File: src/rtl/iam_pkg.sv
// Constants and types shared by the indirect address mapper files
package iam_pkg;

   // ==========================================================
   // Pointer address map
   localparam logic [15:0] TRAD_LAST = 16'h0fff;
   localparam logic [15:0] LIN_FIRST = 16'h2000;
   localparam logic [15:0] LIN_LAST = 16'h29af;
   localparam int FLASH_SEL_BIT = 15;
   localparam logic [6:0] GPR_SIZE = 7'h50;
   localparam logic [6:0] GPR_BASE = 7'h20;
   localparam int BANK_SHIFT = 7;
   localparam logic [6:0] IND_LOC0 = 7'h00;
   localparam logic [6:0] IND_LOC1 = 7'h01;
   localparam logic [7:0] ZERO_BYTE = 8'h00;

   // ==========================================================
   // APB register map
   localparam logic [7:0] OFS_PTR0_LO = 8'h00;
   localparam logic [7:0] OFS_PTR0_HI = 8'h04;
   localparam logic [7:0] OFS_PTR1_LO = 8'h08;
   localparam logic [7:0] OFS_PTR1_HI = 8'h0c;
   localparam logic [7:0] OFS_STATUS = 8'h10;
   localparam logic [7:0] PTR_RST = 8'h00;
   localparam int STAT_BUSY_BIT = 0;
   localparam int STAT_REGION_LSB = 1;
   localparam int STAT_FCNT_LSB = 8;

   // ==========================================================
   // Regions and sequencer states
   typedef enum logic [2:0] {
      RGN_TRAD = 3'b000,
      RGN_LIN = 3'b001,
      RGN_FLASH = 3'b010,
      RGN_NONE = 3'b011,
      RGN_SELF = 3'b100
   } iam_region_e;

   typedef enum logic [2:0] {
      ST_IDLE = 3'b000,
      ST_ISSUE = 3'b001,
      ST_MEM = 3'b010,
      ST_FWAIT = 3'b011,
      ST_FDONE = 3'b100
   } iam_state_e;

endpackage

File: src/rtl/iam_xlat_if.sv
// Carrier between the mapper top and its address translator
`timescale 1ns/1ps
interface iam_xlat_if;
   logic [15:0] ptr;
   iam_pkg::iam_region_e region;
   logic [11:0] dm_addr;
   logic [14:0] pf_addr;

   modport xlat (input ptr, output region, dm_addr, pf_addr);
   modport user (output ptr, input region, dm_addr, pf_addr);
endinterface

File: src/rtl/iam_mapper.sv
// Indirect access mapper: pointers, region sequencer and APB registers
// Operation
// - Indirect port accesses go where pointer selects
// - Pointer at indirect port: read 0, no write
// - Pointer is high byte above low byte
// - Sixteen-bit pointer split into three regions
// - 0x000-0xFFF reaches same absolute data address
// - 0x2000-0x29AF is the linear RAM window
// - Each bank adds 80 bytes, back to back
// - Unbacked locations read as 0x00
// - Common memory never appears in linear window
// - Pointer MSb set selects flash word address
// - Flash read yields low eight bits only
// - Writes to flash have no effect
// - Flash access costs one extra cycle
//
// Register access over APB and the register addresses were left to the implementer.
`timescale 1ns/1ps
module iam_mapper #(
   parameter int PTR_COUNT = 2,
   parameter int FLASH_W = 14
) (
   input wire logic clk_sys_i,
   input wire logic sys_rst_i,
   input wire logic ce_i,
   // Core side indirect access port
   input wire logic acc_req_i,
   input wire logic acc_sel_i,
   input wire logic acc_we_i,
   input wire logic [7:0] acc_wdata_i,
   output logic acc_busy_o,
   output logic acc_done_o,
   output logic [7:0] acc_rdata_o,
   output logic acc_self_o,
   // Data memory port
   output logic dm_req_o,
   output logic dm_we_o,
   output logic [11:0] dm_addr_o,
   output logic [7:0] dm_wdata_o,
   input wire logic [7:0] dm_rdata_i,
   // Program flash read port
   output logic pf_req_o,
   output logic [14:0] pf_addr_o,
   input wire logic [FLASH_W-1:0] pf_rdata_i,
   // APB slave
   input wire logic psel_i,
   input wire logic penable_i,
   input wire logic pwrite_i,
   input wire logic [7:0] paddr_i,
   input wire logic [31:0] pwdata_i,
   input wire logic [3:0] pstrb_i,
   output logic pready_o,
   output logic [31:0] prdata_o,
   output logic pslverr_o
);

   // ==========================================================
   // State
   typedef struct packed {
      logic [PTR_COUNT-1:0][7:0] ptr_lo;
      logic [PTR_COUNT-1:0][7:0] ptr_hi;
      iam_pkg::iam_state_e st;
      iam_pkg::iam_region_e region;
      logic busy;
      logic done;
      logic self_hit;
      logic [7:0] rdata;
      logic dm_req;
      logic dm_we;
      logic [11:0] dm_addr;
      logic [7:0] dm_wdata;
      logic pf_req;
      logic [14:0] pf_addr;
      logic [7:0] fcnt;
      logic pready;
      logic [31:0] prdata;
      logic pslverr;
   } iam_state_s;

   iam_state_s s_r;
   iam_state_s s_nxt;

   iam_xlat_if xl ();

   iam_xlat u_xlat (
      .x(xl.xlat)
   );

   // ==========================================================
   // Helpers
   function automatic logic [15:0] ptr_of(input iam_state_s s,
                                          input logic sel);
      ptr_of = {s.ptr_hi[sel], s.ptr_lo[sel]};
   endfunction

   function automatic logic apb_known(input logic [7:0] a);
      apb_known = (a == iam_pkg::OFS_PTR0_LO) ||
                  (a == iam_pkg::OFS_PTR0_HI) ||
                  (a == iam_pkg::OFS_PTR1_LO) ||
                  (a == iam_pkg::OFS_PTR1_HI) ||
                  (a == iam_pkg::OFS_STATUS);
   endfunction

   assign xl.ptr = ptr_of(s_r, acc_sel_i);

   // ==========================================================
   // Next state
   always_comb begin
      logic [31:0] rd;
      logic wr_go;
      rd = 32'h0000_0000;
      wr_go = 1'b0;
      s_nxt = s_r;
      s_nxt.done = 1'b0;
      s_nxt.dm_req = 1'b0;
      s_nxt.dm_we = 1'b0;
      s_nxt.pf_req = 1'b0;

      // Indirect access sequencer; requests while busy are dropped
      unique case (s_r.st)
         iam_pkg::ST_IDLE: begin
            if (acc_req_i) begin
               s_nxt.st = iam_pkg::ST_ISSUE;
               s_nxt.busy = 1'b1;
               s_nxt.region = xl.region;
               s_nxt.self_hit = 1'b0;
               s_nxt.rdata = iam_pkg::ZERO_BYTE;
               s_nxt.dm_addr = xl.dm_addr;
               s_nxt.dm_wdata = acc_wdata_i;
               s_nxt.pf_addr = xl.pf_addr;
               unique case (xl.region)
                  iam_pkg::RGN_TRAD, iam_pkg::RGN_LIN: begin
                     s_nxt.dm_req = 1'b1;
                     s_nxt.dm_we = acc_we_i;
                  end
                  iam_pkg::RGN_FLASH: begin
                     s_nxt.pf_req = !acc_we_i;
                     s_nxt.fcnt = s_r.fcnt + 8'h01;
                  end
                  iam_pkg::RGN_SELF: begin
                     // Flags may still change; data path sees 0
                     s_nxt.self_hit = 1'b1;
                  end
                  default: begin
                     // Nothing behind it: no strobe issued
                     s_nxt.dm_req = 1'b0;
                  end
               endcase
            end
         end
         iam_pkg::ST_ISSUE: begin
            if (s_r.region == iam_pkg::RGN_FLASH) begin
               s_nxt.st = iam_pkg::ST_FWAIT;
            end else begin
               s_nxt.st = iam_pkg::ST_MEM;
            end
         end
         iam_pkg::ST_MEM: begin
            s_nxt.st = iam_pkg::ST_IDLE;
            s_nxt.busy = 1'b0;
            s_nxt.done = 1'b1;
            if (s_r.region == iam_pkg::RGN_TRAD ||
                s_r.region == iam_pkg::RGN_LIN) begin
               s_nxt.rdata = dm_rdata_i;
            end else begin
               s_nxt.rdata = iam_pkg::ZERO_BYTE;
            end
         end
         iam_pkg::ST_FWAIT: begin
            // Extra stage keeps flash timing one cycle longer
            s_nxt.st = iam_pkg::ST_FDONE;
            s_nxt.rdata = pf_rdata_i[7:0];
         end
         iam_pkg::ST_FDONE: begin
            s_nxt.st = iam_pkg::ST_IDLE;
            s_nxt.busy = 1'b0;
            s_nxt.done = 1'b1;
         end
         default: begin
            s_nxt.st = iam_pkg::ST_IDLE;
            s_nxt.busy = 1'b0;
         end
      endcase

      // APB: one wait state, then the transfer completes
      if (psel_i && penable_i && !s_r.pready) begin
         s_nxt.pready = 1'b1;
         s_nxt.pslverr = !apb_known(paddr_i);
         unique case (paddr_i)
            iam_pkg::OFS_PTR0_LO: rd[7:0] = s_r.ptr_lo[0];
            iam_pkg::OFS_PTR0_HI: rd[7:0] = s_r.ptr_hi[0];
            iam_pkg::OFS_PTR1_LO: rd[7:0] = s_r.ptr_lo[1];
            iam_pkg::OFS_PTR1_HI: rd[7:0] = s_r.ptr_hi[1];
            iam_pkg::OFS_STATUS: begin
               rd[iam_pkg::STAT_BUSY_BIT] = s_r.busy;
               rd[iam_pkg::STAT_REGION_LSB +: 3] = s_r.region;
               rd[iam_pkg::STAT_FCNT_LSB +: 8] = s_r.fcnt;
            end
            default: rd = 32'h0000_0000;
         endcase
         s_nxt.prdata = rd;
      end else if (psel_i && penable_i && s_r.pready) begin
         s_nxt.pready = 1'b0;
         s_nxt.pslverr = 1'b0;
         wr_go = pwrite_i && pstrb_i[0];
      end else begin
         s_nxt.pready = 1'b0;
         s_nxt.pslverr = 1'b0;
      end

      if (wr_go) begin
         unique case (paddr_i)
            iam_pkg::OFS_PTR0_LO: s_nxt.ptr_lo[0] = pwdata_i[7:0];
            iam_pkg::OFS_PTR0_HI: s_nxt.ptr_hi[0] = pwdata_i[7:0];
            iam_pkg::OFS_PTR1_LO: s_nxt.ptr_lo[1] = pwdata_i[7:0];
            iam_pkg::OFS_PTR1_HI: s_nxt.ptr_hi[1] = pwdata_i[7:0];
            default: s_nxt.fcnt = s_nxt.fcnt;
         endcase
      end
   end

   // ==========================================================
   // Registers
   always_ff @(posedge clk_sys_i) begin
      if (sys_rst_i) begin
         s_r <= '0;
         s_r.st <= iam_pkg::ST_IDLE;
         s_r.region <= iam_pkg::RGN_TRAD;
         for (int i = 0; i < PTR_COUNT; i++) begin
            s_r.ptr_lo[i] <= iam_pkg::PTR_RST;
            s_r.ptr_hi[i] <= iam_pkg::PTR_RST;
         end
      end else if (ce_i) begin
         s_r <= s_nxt;
      end
   end

   // ==========================================================
   // Outputs, all straight from the state register
   assign acc_busy_o = s_r.busy;
   assign acc_done_o = s_r.done;
   assign acc_rdata_o = s_r.rdata;
   assign acc_self_o = s_r.self_hit;
   assign dm_req_o = s_r.dm_req;
   assign dm_we_o = s_r.dm_we;
   assign dm_addr_o = s_r.dm_addr;
   assign dm_wdata_o = s_r.dm_wdata;
   assign pf_req_o = s_r.pf_req;
   assign pf_addr_o = s_r.pf_addr;
   assign pready_o = s_r.pready;
   assign prdata_o = s_r.prdata;
   assign pslverr_o = s_r.pslverr;

endmodule

File: src/rtl/iam_xlat.sv
// Pointer to region and physical address translation
`timescale 1ns/1ps
module iam_xlat (
   iam_xlat_if.xlat x
);

   // ==========================================================
   // Linear window to banked address
   function automatic logic [11:0] lin_to_abs(input logic [15:0] p);
      logic [11:0] ofs;
      logic [11:0] bank;
      logic [11:0] rem;
      ofs = 12'(p - iam_pkg::LIN_FIRST);
      bank = ofs / 12'(iam_pkg::GPR_SIZE);
      rem = ofs % 12'(iam_pkg::GPR_SIZE);
      lin_to_abs = 12'(bank << iam_pkg::BANK_SHIFT)
                   + 12'(iam_pkg::GPR_BASE) + rem;
   endfunction

   // ==========================================================
   // Region decode
   always_comb begin
      x.dm_addr = x.ptr[11:0];
      x.pf_addr = x.ptr[14:0];
      if (x.ptr[iam_pkg::FLASH_SEL_BIT]) begin
         x.region = iam_pkg::RGN_FLASH;
      end else if (x.ptr <= iam_pkg::TRAD_LAST) begin
         if (x.ptr[6:0] == iam_pkg::IND_LOC0 ||
             x.ptr[6:0] == iam_pkg::IND_LOC1) begin
            x.region = iam_pkg::RGN_SELF;
         end else begin
            x.region = iam_pkg::RGN_TRAD;
         end
      end else if (x.ptr >= iam_pkg::LIN_FIRST &&
                   x.ptr <= iam_pkg::LIN_LAST) begin
         x.region = iam_pkg::RGN_LIN;
         x.dm_addr = lin_to_abs(x.ptr);
      end else begin
         x.region = iam_pkg::RGN_NONE;
      end
   end

endmodule

File: config.mk
export PLATFORM = sky130hd
export DESIGN_NAME = iam_mapper
export DESIGN_NICKNAME = d
export VERILOG_FILES = /design/src/rtl/iam_pkg.sv /design/src/rtl/iam_xlat_if.sv /design/src/rtl/iam_mapper.sv /design/src/rtl/iam_xlat.sv
export SDC_FILE = /design/constraint.sdc
export NUM_CORES = 1
export LEC_CHECK = 0
export BUFFER_PORTS_ARGS = -buffer_cell sky130_fd_sc_hd__buf_2
export CAP_MARGIN = 20
export CORE_MARGIN = 5
export CORE_UTILIZATION = 50
export DETAILED_ROUTE_END_ITERATION = 7
export GPL_TIMING_DRIVEN = 0
export PLACE_DENSITY = 0.77
export SYNTH_ARGS = -nofsm -noshare
export SYNTH_HDL_FRONTEND = slang
export SYNTH_SLANG_ARGS = --single-unit
File: constraint.sdc
create_clock -name clk_sys_i -period 12.3 [get_ports clk_sys_i]
set_clock_uncertainty 0.05 [all_clocks]
set_input_delay 1.23 -clock clk_sys_i [delete_from_list [all_inputs] [get_ports clk_sys_i]]
set_output_delay 1.23 -clock clk_sys_i [all_outputs]
set_load 0.005 [all_outputs]
==> After elaboration in Yosys (flattened, before gate mapping) <==
Index checks and enable logic that the tools add are counted.
{ "classes": {"div_mod_pow": 2, "eq_ne": 15, "n_mux": 32, "order_cmp": 4, "n_reduce_logical": 33, "n_addsub": 4, "n_bitwise": 1} }
{ "op_table": {"columns": ["op", "n"], "rows": [
  ["two-way mux 8 bit", 7],
  ["two-way mux 54 bit", 1],
  ["two-way mux 46 bit", 1],
  ["two-way mux 12 bit", 3],
  ["one-hot mux 8 bit (3 select lines)", 1],
  ["AND reduction 3 bit", 7],
  ["one-hot mux 4 bit (5 select lines)", 1],
  ["== test 8 x 4 -> 1 bit (second input constant)", 2],
  ["greater-or-equal comparator 16 x 14 -> 1 bit (second input constant)", 1],
  ["<= comparator 16 x 12 -> 1 bit (second input constant)", 1],
  ["<= comparator 16 x 14 -> 1 bit (second input constant)", 1],
  ["one-hot mux 4 bit (4 select lines)", 1],
  ["adder 12 bit", 1],
  ["adder 12 x 6 -> 12 bit (second input constant)", 1],
  ["divider 12 x 7 -> 12 bit (second input constant)", 1],
  ["== test 3 x 2 -> 1 bit (second input constant)", 4],
  ["modulo 12 x 7 -> 12 bit (second input constant)", 1],
  ["subtractor 12 x 1 -> 12 bit (second input constant)", 1],
  ["two-way mux 1 bit", 10],
  ["== test 3 x 1 -> 1 bit (second input constant)", 3],
  ["zero test 3 bit", 3],
  ["two-way mux 3 bit", 3],
  ["one-hot mux 3 bit (3 select lines)", 1],
  ["adder 8 x 1 -> 8 bit (second input constant)", 1],
  ["19 further kinds", 34]
]} }
{ "word_totals": {"in_bits": 83, "out_inout_bits": 83, "wordCells": 111, "regBits": 113} }

==> Logic depth before layout (Yosys ltp) <==
{ "depth": {"depth_word": 12, "ltp_mapped": 22, "depth_no_buf": 21} }

==> Hierarchy <==
From an unflattened synthesis, not the netlist that was laid out.
{ "hier_totals": {"cells_unflattened": 792, "area_unflattened_um2": 6692.7} }
{ "modules_own_cells": {"columns": ["mod", "cells_per_inst", "seq_area_each_um2", "area_each_um2", "instances"], "rows": [
  ["iam_mapper", 596, 2262.2, 5391.4, 1],
  ["iam_xlat", 196, 0.0, 1301.2, 1]
]} }

==> Worst setup path before layout <==
Ideal clock, no wire load.
{ "synth_path": {"kind": "input-to-reg", "start": "input acc_sel_i", "end": "register s_r (netlist bit dm_addr_o[11])", "setup_ps": 132, "t_arrival_ps": 4600, "path_buffers": 2, "path_stages": 21, "required_time_ps": 12118, "path_slack_ps": 7517, "path_cell_list": "buf_6 > mux2i_4 > nand2_2 > o32a_1 > a221oi_2 > and2_2 > a21oi_1 > o211a_1 > buf_6 > o21ai_0 > a211oi_1 > ha_1 > a21o_1 > a21oi_1 > nor2b_1 > o21ai_0 > nand2b_1 > o21ai_0 > a21oi_1 > o211ai_1 > a21oi_1"} }
{ "synth_via": {"elab_chain_cells": 9, "word_cells_on_any_way": 16, "cone_classes": "add/sub (3); div (2); order compare (3); mux (7); reduce/logical (1)"} }
{ "synth_lines": {"columns": ["element", "line_no", "rtl"], "rows": [
  ["from (decl)", "iam_mapper.sv:28", "input wire logic acc_sel_i,"],
  ["two-way mux 8 bit (implied by the code) (2 in a row)", "iam_mapper.sv:93", "ptr_of = {s.ptr_hi[sel], s.ptr_lo[sel]};"],
  ["subtractor 12 x 1 -> 12 bit", "iam_xlat.sv:13", "ofs = 12'(p - iam_pkg::LIN_FIRST);"],
  ["divider 12 x 7 -> 12 bit", "iam_xlat.sv:14", "bank = ofs / 12'(iam_pkg::GPR_SIZE);"],
  ["adder 12 x 6 -> 12 bit", "iam_xlat.sv:17", "+ 12'(iam_pkg::GPR_BASE) + rem;"],
  ["adder 12 bit", "iam_xlat.sv:17", null],
  ["two-way mux 12 bit", "iam_xlat.sv:34", "end else if (x.ptr >= iam_pkg::LIN_FIRST &&"],
  ["two-way mux 12 bit", "iam_xlat.sv:27", "end else if (x.ptr <= iam_pkg::TRAD_LAST) begin"],
  ["two-way mux 12 bit (*)", "iam_xlat.sv:25", "if (x.ptr[iam_pkg::FLASH_SEL_BIT]) begin"],
  ["to (signal assigned)", "iam_mapper.sv:234", "s_r <= s_nxt;"],
  ["to (decl)", "iam_mapper.sv:80", "iam_state_s s_r;"]
]} }
Mark *: on every way between the ends. The rest lies on a longest branch, timed or not. The select of a mux whose other input is x is not followed.
A chain may end at the register's enable or synchronous reset.

==> Worst setup path in the final report <==
Same ends and word-level chain as after synthesis.

==> metrics.md <==
| Metric | Value |
|---|---|
| Yosys reg bits | `110` |
| Share of post-route cells with drive strength above 1 | `0.277` |
| Overall die height | `119 µm` |
| All-layer global routing usage | `0.211` |
| Post-synth EDFFs | `0` |
| Max Fclk | `190 MHz` |
| I/O Buffers | `115` |
| Setup CP Type | `in2reg` |
| Synthesized area per cell | `8.40 µm²` |
| IO Pins | `166` |
| Std-Cell Rows | `39` |
| Post-CTS Setup Inserts | `0` |
| Core ar. | `11500 µm²` |
| Critical path required time | `12.48 ns` |
| Post-route cell area | `7050 µm²` |
| Maximum VDD drop | `0.0000603 V` |
| Hold Startpoint | `dm_addr_o[11]` |
| Rel. slew slack | `0.375` |
| Status | `finished clean` |
| Top_reg_cell synth | `dfxtp_1` |
| Clk Latency, worst-skew pair | `0.37 ns` |
| RD Place Congestion | `0.928` |
| R2r endpoint | `dm_addr_o[11]` |
| Clock Path Buffers | `2` |
| RSZ-0062 raised after global routing | `false` |
| Vias in the first global route | `4808` |
| Reg2Reg Setup Slack | `7.89 ns` |
| DRT Pass-1 Iters | `6` |
| Largest net degree at the start of global routing | `22` |
| Initial antenna violation count | `0` |
| Slew @ Worst Pin | `0.929 ns` |
| Die area | `14100 µm²` |
| Cell taking the most area after synthesis | `dfxtp_1` |
| CP endpoint kind | `flop` |
| Final Cycle Share | `0.427` |
| Via count | `5366` |
| Startpoint types | `input port` |
| Min cycle time layout | `5.25 ns` |
| DRC Markers | `0` |
| Hold EP | `dm_addr_o[11]` |
| Yosys cell types | `56` |
| Synth top area cells | `dfxtp_1, buf_4, mux2i_1` |
| Reg2Reg Depth | `20` |
| CTS tree | `done` |
| Mapped Cells | `704` |
| Die Wd | `119 µm` |
| ANT nets after route | `0` |
| Final Hold Fails | `0` |
| First-pass GRT wire length | `24400 µm` |
| Register area share after synthesis | `0.372` |
| Fin. max-slew vios | `0` |
| Total grt overflow | `0` |
| Vias per std cell | `5.38` |
| Hold buffers post-CTS | `0` |
| Routed length per placed instance | `15.3 µm` |
| Setup TNS | `0 ns` |
| Starting Density | `0.514` |
| Async S/R FF share, synth | `0` |
| Setup violators final | `0` |
| Pwr/cell area | `106 nW/µm²` |
| Synth top cells by count | `dfxtp_1, nor2_1, buf_4, a21oi_1, nand2_1` |
| DP HPWL | `11400 µm` |
| Lkg Pwr | `3.28 nW` |
| Clock-pin slew on the worst setup and hold paths | `0.07 ns` |
| Post-Syn Area | `5920 µm²` |
| Diode count | `0` |
| Hold WC Path Type | `reg2reg` |
| Reg2reg start | `s_r[120]` |
| Iter 0 DRT Violations | `367` |
| Syn. warnings | `0` |
| Yosys top cell area share | `0.372` |
| Gates resized, CTS repair | `0` |
| Crit path max fanout | `10` |
| Total Wirelength | `15200 µm` |
| Dpl cell area | `6750 µm²` |
| Fillers | `1044` |
| Layout overhead on the synthesized area | `19.1%` |
| Max Cap Viol | `0` |
| CTS sink count | `110` |
| H-Tree Depth | `3` |
| Final nets | `939` |
| TritonCTS buffer count | `9` |
| Hold Path Depth | `2` |
| Root Buffer Master | `clkbuf_16` |
| Arrival time at the worst endpoint | `5.43 ns` |
-- state kept, by name, indices dropped and copies added (netlist names) --
name / flops
dm_we_o: 1
acc_done_o: 1
pready_o: 1
dm_wdata_o: 8
pslverr_o: 1
pf_addr_o: 12
dm_addr_o: 12
dm_req_o: 1
pf_req_o: 1
prdata_o: 16
acc_rdata_o: 8
acc_self_o: 1
s_r: 46
acc_busy_o: 1
-- layer usage --
| metal | part of all wire | up-vias | routed length, µm | track usage |
|---|---|---|---|---|
| met5 | 0 | - | 0 | 0 |
| met4 | 0.021 | 0 | 314 | 0.0710 |
| met3 | 0.076 | 30 | 1160 | 0.0415 |
| met2 | 0.45 | 209 | 6790 | 0.336 |
| met1 | 0.46 | 2458 | 6980 | 0.289 |
| li1 | - | 2669 | - | - |
-- cells in the final DEF, fill, tap and decap left out, types with 3 or more instances in the layout --
cell type  instances
o21ai_0           16
mux2i_1           45
dfxtp_1          110
inv_1              3
mux2i_2            3
a21o_1             4
mux2_2            10
clkbuf_1          34
nand4_1            3
nand2_1           63
buf_4             75
a21oi_1           64
nor2_1           110
xor2_1             6
o211ai_1           4
a22oi_1           13
xnor2_1            8
nor3b_1            4
a211oi_1          27
nand3b_1           3
buf_2            116
mux4_2             4
clkbuf_16          9
nor3_1            19
or3_1              4
or2_2              3
ha_1               6
nor4_1             4
conb_1            20
nand2b_1           5
nand3_1           16
nor2b_1            4
-- critical path, cell delays in order --
cell      delay, ns
buf_2          0.14
buf_6          0.19
mux2i_4        0.37
nor2_1         0.16
or3_1          0.41
o211ai_1       0.18
inv_1          0.16
xnor2_1        0.18
xnor2_1        0.52
o21ai_0        0.16
o21ai_0        0.20
a21oi_1        0.11
ha_1           0.24
a21o_1         0.18
a21oi_1        0.17
nor2b_1        0.07
o21ai_0        0.16
nand2b_1       0.11
o21ai_0        0.16
a21oi_1        0.06
o211ai_1       0.19
a21oi_1        0.09
-- through the flow --
stage / cells / power, mW / setup WS [ns] / util / hold slack (ns)
after floorplan: 723 / 0.429 / 7.52 / - / 0.382
after global placement: 981 / 0.458 / 6.86 / 0.586 / 0.389
after detailed placement: 982 / 0.459 / 6.78 / 0.586 / 0.395
after CTS: 998 / 0.746 / 7.13 / 0.612 / 0.404
after global routing: 998 / 0.771 / 6.65 / 0.612 / 0.429
final: 998 / 0.744 / 7.05 / 0.612 / 0.403
-- report_power, final --
group	switching, mW	internal, mW	total [mW]
combinational	0.0422	0.0384	0.0806
clock	0.148	0.144	0.292
sequential	0.00570	0.365	0.371
total	0.196	0.548	0.744
-- layout make-up --
type	count	area, µm²	area share
plain buffers	112	717	0.102
multi-input cells	497	3050	0.433
inverters	4	15.0	0.00213
repair buffers	116	581	0.0824
well taps	143	179	0.0254
clock inverters	7	72.6	0.0103
clock buffers	9	225	0.0320
flip-flops and latches	110	2200	0.313
-- cells by family (layout without fill, tap and decap cells) --
group           after synthesis  in the layout  share of synthesized area
other cells                   1             20                   0.000634
mux                          66             66                      0.130
compound gates              143            143                      0.154
flops                       110            110                      0.372
fa+ha+maj                     7              7                     0.0144
buf+inv                     116            248                      0.124
xor+xnor                     14             14                     0.0207
simple gates                247            247                      0.184
-- worst max path at each step --
stage              start            end
2_1_floorplan  acc_sel_i  dm_addr_o[11]
3_3_place_gp   acc_sel_i  dm_addr_o[11]
3_5_place_dp   acc_sel_i  dm_addr_o[11]
4_1_cts        acc_sel_i  dm_addr_o[11]
5_1_grt        acc_sel_i  dm_addr_o[11]
6_report       acc_sel_i  dm_addr_o[11]
No activity file was read; power rests on OpenSTA's default activity.
